**src/design/flash_host_defines.vh**
```
`ifndef FLASH_HOST_DEFINES_VH
`define FLASH_HOST_DEFINES_VH
// Bus width and address width in word configuration
`define ADDR_W 22
`define DATA_W 16
// Protect / unprotect address bit positions
`define PROT_A6_BIT 6
`define PROT_A1_BIT 1
`define PROT_A0_BIT 0
// Host operation codes
`define OP_READ 3'h0
`define OP_WRITE 3'h1
`define OP_PROTECT 3'h2
`define OP_UNPROTECT 3'h3
`define OP_RESET 3'h4
// Clock rate and pin timing
`define CLK_MHZ 125
`define T_WP_NS 40
`define T_WPH_NS 25
`define T_ACC_NS 70
`define T_RP_NS 500
`define T_RH_NS 50
`define T_PROT_NS 100
// Embedded operation worst case times
`define T_PROG_MAX_US 210
`define T_ACC_PROG_MAX_US 120
`define T_SECT_ERASE_MAX_MS 5000
`define T_CHIP_ERASE_MAX_MS 216000
// Cycles: least times round up, a least of one
`define CYC_WP ((`T_WP_NS * `CLK_MHZ + 999) / 1000)
`define CYC_WPH ((`T_WPH_NS * `CLK_MHZ + 999) / 1000)
`define CYC_ACC ((`T_ACC_NS * `CLK_MHZ + 999) / 1000)
`define CYC_RP ((`T_RP_NS * `CLK_MHZ + 999) / 1000)
`define CYC_RH ((`T_RH_NS * `CLK_MHZ + 999) / 1000)
`define CYC_PROT ((`T_PROT_NS * `CLK_MHZ + 999) / 1000)
`define CYC_PER_US `CLK_MHZ
`endif

```
**src/design/flash_bus_host.v**
```verilog
// Summary of operation
// - Host presents a full 22-bit word address on every read and write.
// - Host issues each program bus cycle as its own request; the user sends the four, or two in bypass mode.
// - Protect: reset at unlock voltage, select and strobe low, A6 low, A1 high, A0 low.
// - Unprotect: same levels but A6 high.
// - Read: select and output gate low, write strobe high.
// - Write: strobe and select low, output gate high.
`include "flash_host_defines.vh"
module flash_bus_host #(
    parameter AW = `ADDR_W,
    parameter DW = `DATA_W,
    parameter PROG_US = `T_PROG_MAX_US,
    parameter ACC_PROG_US = `T_ACC_PROG_MAX_US,
    parameter BUSY_CYC = 32'd26250
) (
    // Clock and reset
    input wire CORE_CLK_I,
    input wire RST_B_I,
    // User command port
    input wire REQ_VALID_I,
    input wire [2:0] REQ_OP_I,
    input wire [AW-1:0] REQ_ADDR_I,
    input wire [DW-1:0] REQ_DATA_I,
    input wire REQ_ACCEL_I,
    input wire REQ_WAIT_I,
    input wire PROTECT_ACCEL_LVL_I,
    output wire REQ_READY_O,
    output reg RSP_VALID_O,
    output reg [DW-1:0] RSP_DATA_O,
    output reg RSP_TIMEOUT_O,
    // Flash pins
    output reg [AW-1:0] FL_ADDR_O,
    input wire [DW-1:0] FL_DATA_I,
    output reg [DW-1:0] FL_DATA_O,
    output reg FL_DATA_OE_O,
    output reg FL_CE_B_O,
    output reg FL_OE_B_O,
    output reg FL_WE_B_O,
    output reg FL_RESET_B_O,
    output reg FL_RESET_UNLOCK_O,
    output reg FL_PROTECT_ACCEL_O,
    output reg FL_ACCEL_HV_O,
    input wire FL_READY_I
);
    ////////////////////////////////////////////////////////////////////////
    localparam [5:0] S_IDLE = 6'h01;
    localparam [5:0] S_STROBE = 6'h02;
    localparam [5:0] S_HOLD = 6'h04;
    localparam [5:0] S_READ = 6'h08;
    localparam [5:0] S_RST = 6'h10;
    localparam [5:0] S_BUSY = 6'h20;
    localparam [31:0] PROG_CYC = PROG_US * `CYC_PER_US;
    localparam [31:0] ACC_CYC = ACC_PROG_US * `CYC_PER_US;
    reg [5:0] state_q;
    reg [2:0] op_q;
    reg wait_q;
    reg load;
    reg [31:0] load_val;
    wire done;
    ////////////////////////////////////////////////////////////////////////
    // One counter serves pulse widths and the busy-wait timeout
    flash_tick_counter #(.W(32)) u_cnt (
        .clk_i(CORE_CLK_I),
        .rst_b_i(RST_B_I),
        .load_i(load),
        .count_i(load_val),
        .tick_i(1'b1),
        .done_o(done)
    );
    assign REQ_READY_O = (state_q == S_IDLE);
    always @* begin
        load = 1'b0;
        load_val = 32'h0;
        case (state_q)
            S_IDLE: begin
                if (REQ_VALID_I) begin
                    load = 1'b1;
                    case (REQ_OP_I)
                        `OP_READ: load_val = `CYC_ACC;
                        `OP_RESET: load_val = `CYC_RP;
                        `OP_PROTECT, `OP_UNPROTECT: load_val = `CYC_PROT;
                        default: load_val = `CYC_WP;
                    endcase
                end
            end
            S_STROBE: begin
                if (done) begin
                    load = 1'b1;
                    load_val = (op_q == `OP_RESET) ? `CYC_RH : `CYC_WPH;
                end
            end
            S_HOLD: begin
                // Timeout covers the worst program time (accelerated or not), bus overhead apart; erase times are not covered
                if (done && wait_q) begin
                    load = 1'b1;
                    load_val = FL_ACCEL_HV_O ? ACC_CYC : PROG_CYC;
                    if (op_q != `OP_WRITE) begin
                        load_val = BUSY_CYC;
                    end
                end
            end
            default: begin
                load = 1'b0;
                load_val = 32'h0;
            end
        endcase
    end
    ////////////////////////////////////////////////////////////////////////
    always @(posedge CORE_CLK_I or negedge RST_B_I) begin
        if (!RST_B_I) begin
            state_q <= S_IDLE;
            op_q <= 3'h0;
            wait_q <= 1'b0;
            RSP_VALID_O <= 1'b0;
            RSP_DATA_O <= {DW{1'b0}};
            RSP_TIMEOUT_O <= 1'b0;
            FL_ADDR_O <= {AW{1'b0}};
            FL_DATA_O <= {DW{1'b0}};
            FL_DATA_OE_O <= 1'b0;
            FL_CE_B_O <= 1'b1;
            FL_OE_B_O <= 1'b1;
            FL_WE_B_O <= 1'b1;
            FL_RESET_B_O <= 1'b1;
            FL_RESET_UNLOCK_O <= 1'b0;
            FL_PROTECT_ACCEL_O <= 1'b0;
            FL_ACCEL_HV_O <= 1'b0;
        end else begin
            RSP_VALID_O <= 1'b0;
            FL_PROTECT_ACCEL_O <= PROTECT_ACCEL_LVL_I;
            case (state_q)
                S_IDLE: begin
                    if (REQ_VALID_I) begin
                        op_q <= REQ_OP_I;
                        wait_q <= REQ_WAIT_I;
                        RSP_TIMEOUT_O <= 1'b0;
                        FL_ADDR_O <= REQ_ADDR_I;
                        FL_ACCEL_HV_O <= REQ_ACCEL_I;
                        state_q <= S_STROBE;
                        case (REQ_OP_I)
                            `OP_READ: begin
                                FL_CE_B_O <= 1'b0;
                                FL_OE_B_O <= 1'b0;
                            end
                            `OP_RESET: begin
                                FL_RESET_B_O <= 1'b0;
                                FL_CE_B_O <= 1'b1;
                            end
                            `OP_PROTECT, `OP_UNPROTECT: begin
                                FL_ADDR_O[`PROT_A6_BIT] <= (REQ_OP_I == `OP_UNPROTECT);
                                FL_ADDR_O[`PROT_A1_BIT] <= 1'b1;
                                FL_ADDR_O[`PROT_A0_BIT] <= 1'b0;
                                FL_RESET_UNLOCK_O <= 1'b1;
                                FL_DATA_O <= REQ_DATA_I;
                                FL_DATA_OE_O <= 1'b1;
                                FL_CE_B_O <= 1'b0;
                                FL_WE_B_O <= 1'b0;
                            end
                            default: begin
                                // Address and data settle with the strobe edge
                                FL_DATA_O <= REQ_DATA_I;
                                FL_DATA_OE_O <= 1'b1;
                                FL_CE_B_O <= 1'b0;
                                FL_WE_B_O <= 1'b0;
                            end
                        endcase
                    end
                end
                S_STROBE: begin
                    if (done) begin
                        if (op_q == `OP_READ) begin
                            RSP_DATA_O <= FL_DATA_I;
                            RSP_VALID_O <= 1'b1;
                            FL_OE_B_O <= 1'b1;
                            FL_CE_B_O <= 1'b1;
                            state_q <= S_IDLE;
                        end else if (op_q == `OP_RESET) begin
                            // Device comes back in array read; no command follows
                            FL_RESET_B_O <= 1'b1;
                            state_q <= S_RST;
                        end else begin
                            // Strobe and select rise together; data stays driven past them
                            FL_WE_B_O <= 1'b1;
                            FL_CE_B_O <= 1'b1;
                            state_q <= S_HOLD;
                        end
                    end
                end
                S_HOLD: begin
                    if (done) begin
                        FL_DATA_OE_O <= 1'b0;
                        FL_RESET_UNLOCK_O <= 1'b0;
                        // Each program cycle of a 2- or 4-cycle sequence is one request
                        if (wait_q) begin
                            state_q <= S_BUSY;
                        end else begin
                            RSP_VALID_O <= 1'b1;
                            state_q <= S_IDLE;
                        end
                    end
                end
                S_RST: begin
                    if (done) begin
                        RSP_VALID_O <= 1'b1;
                        state_q <= S_IDLE;
                    end
                end
                S_BUSY: begin
                    if (FL_READY_I || done) begin
                        RSP_TIMEOUT_O <= !FL_READY_I;
                        RSP_VALID_O <= 1'b1;
                        FL_ACCEL_HV_O <= 1'b0;
                        state_q <= S_IDLE;
                    end
                end
                default: begin
                    state_q <= S_IDLE;
                end
            endcase
        end
    end
endmodule // flash_bus_host

```
**src/design/flash_tick_counter.v**
```verilog
`include "flash_host_defines.vh"
module flash_tick_counter #(
    parameter W = 16
) (
    // Clock and reset
    input wire clk_i,
    input wire rst_b_i,
    // Control
    input wire load_i,
    input wire [W-1:0] count_i,
    input wire tick_i,
    // Status
    output wire done_o
);
    reg [W-1:0] cnt_q;
    always @(posedge clk_i or negedge rst_b_i) begin
        if (!rst_b_i) begin
            cnt_q <= {W{1'b0}};
        end else if (load_i) begin
            cnt_q <= count_i;
        end else if (tick_i && cnt_q != {W{1'b0}}) begin
            cnt_q <= cnt_q - {{(W-1){1'b0}}, 1'b1};
        end
    end
    assign done_o = (cnt_q == {W{1'b0}});
endmodule // flash_tick_counter

```
**config.mk**
```make
export PLATFORM = sky130hd
export DESIGN_NAME = flash_bus_host
export DESIGN_NICKNAME = d
export VERILOG_FILES = /design/src/design/flash_bus_host.v /design/src/design/flash_tick_counter.v
export VERILOG_INCLUDE_DIRS = /design/src /design/src/design
export SDC_FILE = /design/constraint.sdc
export NUM_CORES = 1
export LEC_CHECK = 0
export BUFFER_PORTS_ARGS = -buffer_cell sky130_fd_sc_hd__buf_2
export CAP_MARGIN = 20
export CELL_PAD_IN_SITES_DETAIL_PLACEMENT = 0
export CELL_PAD_IN_SITES_GLOBAL_PLACEMENT = 1
export CORE_ASPECT_RATIO = 1.2
export CORE_MARGIN = 4
export CORE_UTILIZATION = 36
export DETAILED_ROUTE_END_ITERATION = 10
export GPL_ROUTABILITY_DRIVEN = 1
export GPL_TIMING_DRIVEN = 0
export PLACE_DENSITY = 0.86
export SETUP_SLACK_MARGIN = 0.2
export SYNTH_ARGS = -nofsm -noshare
export SYNTH_HDL_FRONTEND = slang
export SYNTH_SLANG_ARGS = --single-unit
```
**constraint.sdc**
```tcl
create_clock -name CORE_CLK_I -period 2.3 [get_ports CORE_CLK_I]
set_input_delay 0.69 -clock CORE_CLK_I [delete_from_list [all_inputs] [get_ports CORE_CLK_I]]
set_output_delay 0.69 -clock CORE_CLK_I [all_outputs]
set_load 0.01 [all_outputs]
```
== Word level (Yosys, flattened, before mapping) ==
Index checks and enable logic that the tools add are counted.
Storage, ports and cells
  flip-flop bits (word level): 106
  latch bits: 0
  RAM bits: 0
  memory bits (read-only): 0
  bits of input ports: 64
  output and inout port bits: 65
  memories kept: 0
Operators by class
  $add $sub $neg: 1
  multipliers: 0
  div/mod/pow operators: 0
  $lt $le $gt $ge: 0
  eq/ne operators: 24
  shift-type cells: 0
  multiplexer cells: 66
  bitwise logic cells: 1
  reductions and logical operators: 24
Operators by type and width (count)
  32-bit one-hot mux with 3 select lines: 1
  32-bit two-way mux: 2
  15-bit two-way mux: 3
  6-bit two-way mux: 7
  1-bit two-way mux: 36
  32-bit logical NOT: 1
  32-bit nonzero test: 1
  32-bit by 1-bit subtractor with 32-bit output (second input constant): 1
  6-bit one-hot mux with 5 select lines: 1
  2-bit != test (second input constant): 10
  6-bit one-hot mux with 3 select lines: 1
  1-bit one-hot mux with 2 select lines: 8
  4-bit AND reduction: 3
  6-bit AND reduction: 2
  5-bit two-way mux: 2
  5-bit AND reduction: 2
  3-bit AND reduction: 3
  2-bit nonzero test: 4
  3-bit by 2-bit equality test with 1-bit output (second input constant): 2
  3-bit equality test (second input constant): 2
  6-bit by 1-bit equality test with 1-bit output (second input constant): 1
  6-bit by 2-bit equality test with 1-bit output (second input constant): 1
  6-bit by 3-bit equality test with 1-bit output (second input constant): 1
  6-bit by 5-bit equality test with 1-bit output (second input constant): 1
  15 further kinds: 20

== Longest topological paths before layout ==
  depth in word-level cells: 6
  gate-level depth with buffers: 9
  mapped depth without buffers: 7

== Modules after synthesis ==
From an unflattened synthesis, not the netlist that was laid out.
Unflattened totals
  cell total of the unflattened synthesis: 521
  area total of the unflattened synthesis: 5286.3 µm²
Modules (own cells, without submodules)
  flash_bus_host: instances 1, cells an instance 285, area each 3191.8 µm², sequential area each 1833.0 µm²
  flash_tick_counter: instances 1, cells an instance 236, area each 2094.5 µm², sequential area each 800.8 µm²

== Least setup slack after synthesis ==
Ideal clock, no wire load.
  path type: flip-flop to flip-flop
  start point: reg u_cnt.cnt_q[10]
  end point: reg state_q[4]
  setup time: 0.128 ns
  data arrival time: 2.192 ns
  required time: 2.172 ns
  slack: -0.020 ns
  cell stages (with the launch flop): 7
  path buffers: 2
  period minus slack after synthesis: 2.320 ns
  cells stage by stage: dfrtp_1 > or4_1 > buf_2 > or4_1 > buf_2 > a21oi_2 > mux2_1
On the way
  cells in the longest elaborated chain, start to end: 4
RTL lines
  start, declared: line flash_tick_counter.v:15  | reg [W-1:0] cnt_q;
  start signal, assigned: line flash_tick_counter.v:18  | cnt_q <= {W{1'b0}};
  start signal, assigned: line flash_tick_counter.v:20  | cnt_q <= count_i;
  start signal, assigned: line flash_tick_counter.v:22  | cnt_q <= cnt_q - {{(W-1){1'b0}}, 1'b1};
  32-bit logical NOT *: line flash_tick_counter.v:25  | assign done_o = (cnt_q == {W{1'b0}});
  1-bit logical OR: line flash_bus_host.v:208  | if (FL_READY_I || done) begin
  2-bit != test (no source line)
  5-bit AND reduction (no source line) *
  end signal, assigned: line flash_bus_host.v:204  | state_q <= S_IDLE;
  end signal, assigned: line flash_bus_host.v:212  | state_q <= S_IDLE;
  end signal, assigned: line flash_bus_host.v:216  | state_q <= S_IDLE;
  end, declared: line flash_bus_host.v:54  | reg [5:0] state_q;
Every way passes the cells marked *; elsewhere a longest branch is shown, timed or not.
A chain may end at the register's enable or synchronous reset.

== Worst setup path in the final report ==
  start point: reg u_cnt.cnt_q[9]
  end point: reg u_cnt.cnt_q[28]
On the way
  cells in the longest elaborated chain, start to end: 5
RTL lines
  parallel branches: the longest is 5 deep, another holds 32-bit by 1-bit subtractor with 32-bit output
Several ways; the timed one is not identified. The select of a mux whose other input is x is not followed.

==> out/metrics.yaml <==
drc_errors: 0
placed_cells: 746
setup_slack_ns: -0.0905
regToRegStartpoint: "u_cnt.cnt_q[9]$_DFFE_PN0P_"
synthTopCellsByArea: "dfrtp_1, mux2_2, nand2_1"
drtIter0Drc: 213
cp_top_family: "simple AND/OR/NAND/NOR gates"
cpPeakStageDelay_ns: 0.53
violations: "negative setup slack"
clock_latency_ns: 0.35
yosys-mux-area-fraction_pct: 7.95
synth_edf_count: 0
numCtsBuffers: 9
postCtsHoldBufs: 0
path_clk_slew_ns: 0.07
worst-r2r-cell-count: 8
grt_max_degree: 70
critPathBufInv: 4
die-area_sq_um: 15300
htreeDepth: 3
drv_cap: 0
port-buffer-count: 128
root_buffer: "clkbuf_16"
cp_data_required_time_ns: 2.54
syn_avg_cell_area_sq_um: 10.6
place_worst_setup_slack_ns: -0.361
finish.utilization_pct: 54.6
synth_area_leader_cell: "dfrtp_1"
nNetsFinal: 711
grt_overflow: 0
postRouteWirelength_microns: 14100
reg2reg_slack_ns: -0.09
fmax_mhz: 418
layout_common_cells: "buf_2, dfrtp_1, nand2_1, buf_4, mux2_2"
synth_xor_area_share_pct: 2.19
ys_types: 62
clock_path_buffers: 2
fp-row-count: 45
startpoint_type: "flop"
core_area_sq_um: 12800
period_share_pct: 104
synthSimpleGateAreaFrac_pct: 20.2
outcome: "finished, violations left"
async_flop_share_pct: 100
peakVddDrop_uv: 723
grt_setup_unrepaired: "yes"
die_h_microns: 135
endpoint_kind: "flop"
drive_above_1_share_pct: 52.2
finalHoldViolations: 0
antenna_cells: 0
antenna_found_initial: 0
synthFlopType: "dfrtp_1"
path_cells: "or4_1 -> buf_6 -> or4_4 -> buf_8 -> o21ai_4 -> buf_6 -> buf_6 -> nor2_2"
syn_area_sq_um: 4800
slew_headroom_pct: 15.0
synth_seq_area_share_pct: 54.8
period_minus_slack_ns: 2.39
place_hpwl_microns: 9250
io_pins: 129
place_congestion: 0.862
ys_warn_count: 0
detail_route.vias_per_cell: 5.27
synth_top_area_share_pct: 52.1
skew_ns: 0.0109
min_path_type: "input port to async pin"
setup_viol: 18
power_density_nw_per_um2: 1420
synth_top_family_by_area: "simple AND/OR/NAND/NOR gates"
start_util_pct: 37.4
synth-seq-cells: 105
cp_max_fo: 5
finalPower_uw: 9990
syn_nets: 519
crit_slowest_cell: "or4_1"
track_usage_pct: 18.1
final_common_cell: "buf_2"
finalMaxSlewViolations: 0
grt_pass1_wl_microns: 22100
setup.worst_path.class: "flop to flop"
area_growth_pct: 46.1
synth_compound_area_share_pct: 11.8
final_antenna_net_count: 0
cts_tree: "yes"
fin_cells: 814
fin_tns_setup_ns: -1.28
grt_pass1_vias: 4523
wl_per_cell_microns: 17.4
leakage_uw: 0.00325
synth_fa_ha_area_share_pct: 0.521
crit_path_frequent_cell: "buf_6"
syn_inst: 453
arrival_ns: 2.63
vias: 4292
reg2reg_to: "u_cnt.cnt_q[28]$_DFFE_PN0P_"
first_pass_iters: 4
die_w_microns: 113
worst_slew_pin_slew_ns: 1.26
cts_sinks: 105
-- sequential cells by signal, summed over array words and instances, names as in the netlist, 3 cells and up --
name,cells
RSP_DATA_O,16
u_cnt.cnt_q,32
state_q,5
FL_ADDR_O,22
op_q,3
FL_DATA_O,16
-- cells by family (layout without fill, tap and decap cells) --
logic type      after synthesis  in the layout
flops                       105            105
simple gates                183            183
buf+inv                      27            224
fa+ha+maj                     2              2
compound gates               90             90
mux                          34             34
xor+xnor                     12             12
-- synth_stat cells, drive strengths merged, types with 3 or more instances --
master  number
nand4        3
o22ai        4
nor3        12
o211ai       4
dfrtp      100
inv          7
xnor2        5
dfstp        5
o21ai       30
buf          7
nand3        9
nor2b        3
or4          8
o31ai        5
clkbuf      13
xor2         7
nor2        18
nand2       82
o41ai        5
or3         19
mux2        33
nor4         9
or2          5
a21oi       27
nand3b       3
-- worst reg2reg max path, cell delays in order, from the launching register on --
cell and delay [ns]:
dfrtp_1 0.39, or4_1 0.53, buf_6 0.15, or4_4 0.52, buf_8 0.16, o21ai_4 0.22
buf_6 0.15, buf_6 0.13, nor2_2 0.05
-- routing by layer --
metal | part of all wire [%] | global-route usage [%]
met1 | 38 | 20.0
met2 | 54 | 32.9
met3 | 6.4 | 4.53
met4 | 1.8 | 7.41
met5 | 0 | 0
-- where the power goes --
part	total (uW)	switching [uW]	internal [uW]	leakage, uW
Sequential	3140	569	2570	0.00130
Clock	1500	741	755	0.000139
Combinational	5350	2750	2610	0.00182
-- worst max path at each step --
stage	from	cells past startpoint	slack, ns	to
after CTS	u_cnt.cnt_q[15]$_DFFE_PN0P_	5	0.002	u_cnt.cnt_q[21]$_DFFE_PN0P_
final	u_cnt.cnt_q[9]$_DFFE_PN0P_	8	-0.09	u_cnt.cnt_q[28]$_DFFE_PN0P_
after global routing	u_cnt.cnt_q[12]$_DFFE_PN0P_	8	-0.14	u_cnt.cnt_q[15]$_DFFE_PN0P_
after global placement	RST_B_I	1	-0.61	FL_DATA_O[3]$_DFFE_PN0P_
after detailed placement	u_cnt.cnt_q[25]$_DFFE_PN0P_	6	-0.36	RSP_DATA_O[10]$_DFFE_PN0P_
after floorplan	u_cnt.cnt_q[5]$_DFFE_PN0P_	6	0.03	state_q[4]$_DFFE_PN0P_
-- area by class of cell --
class | instances | area [sq um]
Timing Repair Buffer | 182 | 1190
Inverter | 7 | 26.3
Clock inverter | 7 | 58.8
Fill cell | 1096 | 5820
Buffer | 19 | 181
Multi-Input combinational cell | 321 | 2490
Sequential cell | 105 | 2640
Tap cell | 164 | 205
Clock buffer | 9 | 225
-- per-stage QoR --
stage | area [sq um] | hold WS, ns
after CTS | 6690 | 0.322
after detailed placement | 5740 | 0.457
after floorplan | 4860 | 0.394
after global routing | 7020 | 0.353
final | 7020 | 0.309
after global placement | 5710 | 0.454
-- timing repair --
action | in CTS | in global routing
pin swaps | 17 | 22
gates cloned | 5 | 1
setup endpoints to repair | 102 | 94
gates resized for setup | 85 | 59
buffers inserted | 36 | 11
No activity file was read; power rests on OpenSTA's default activity.
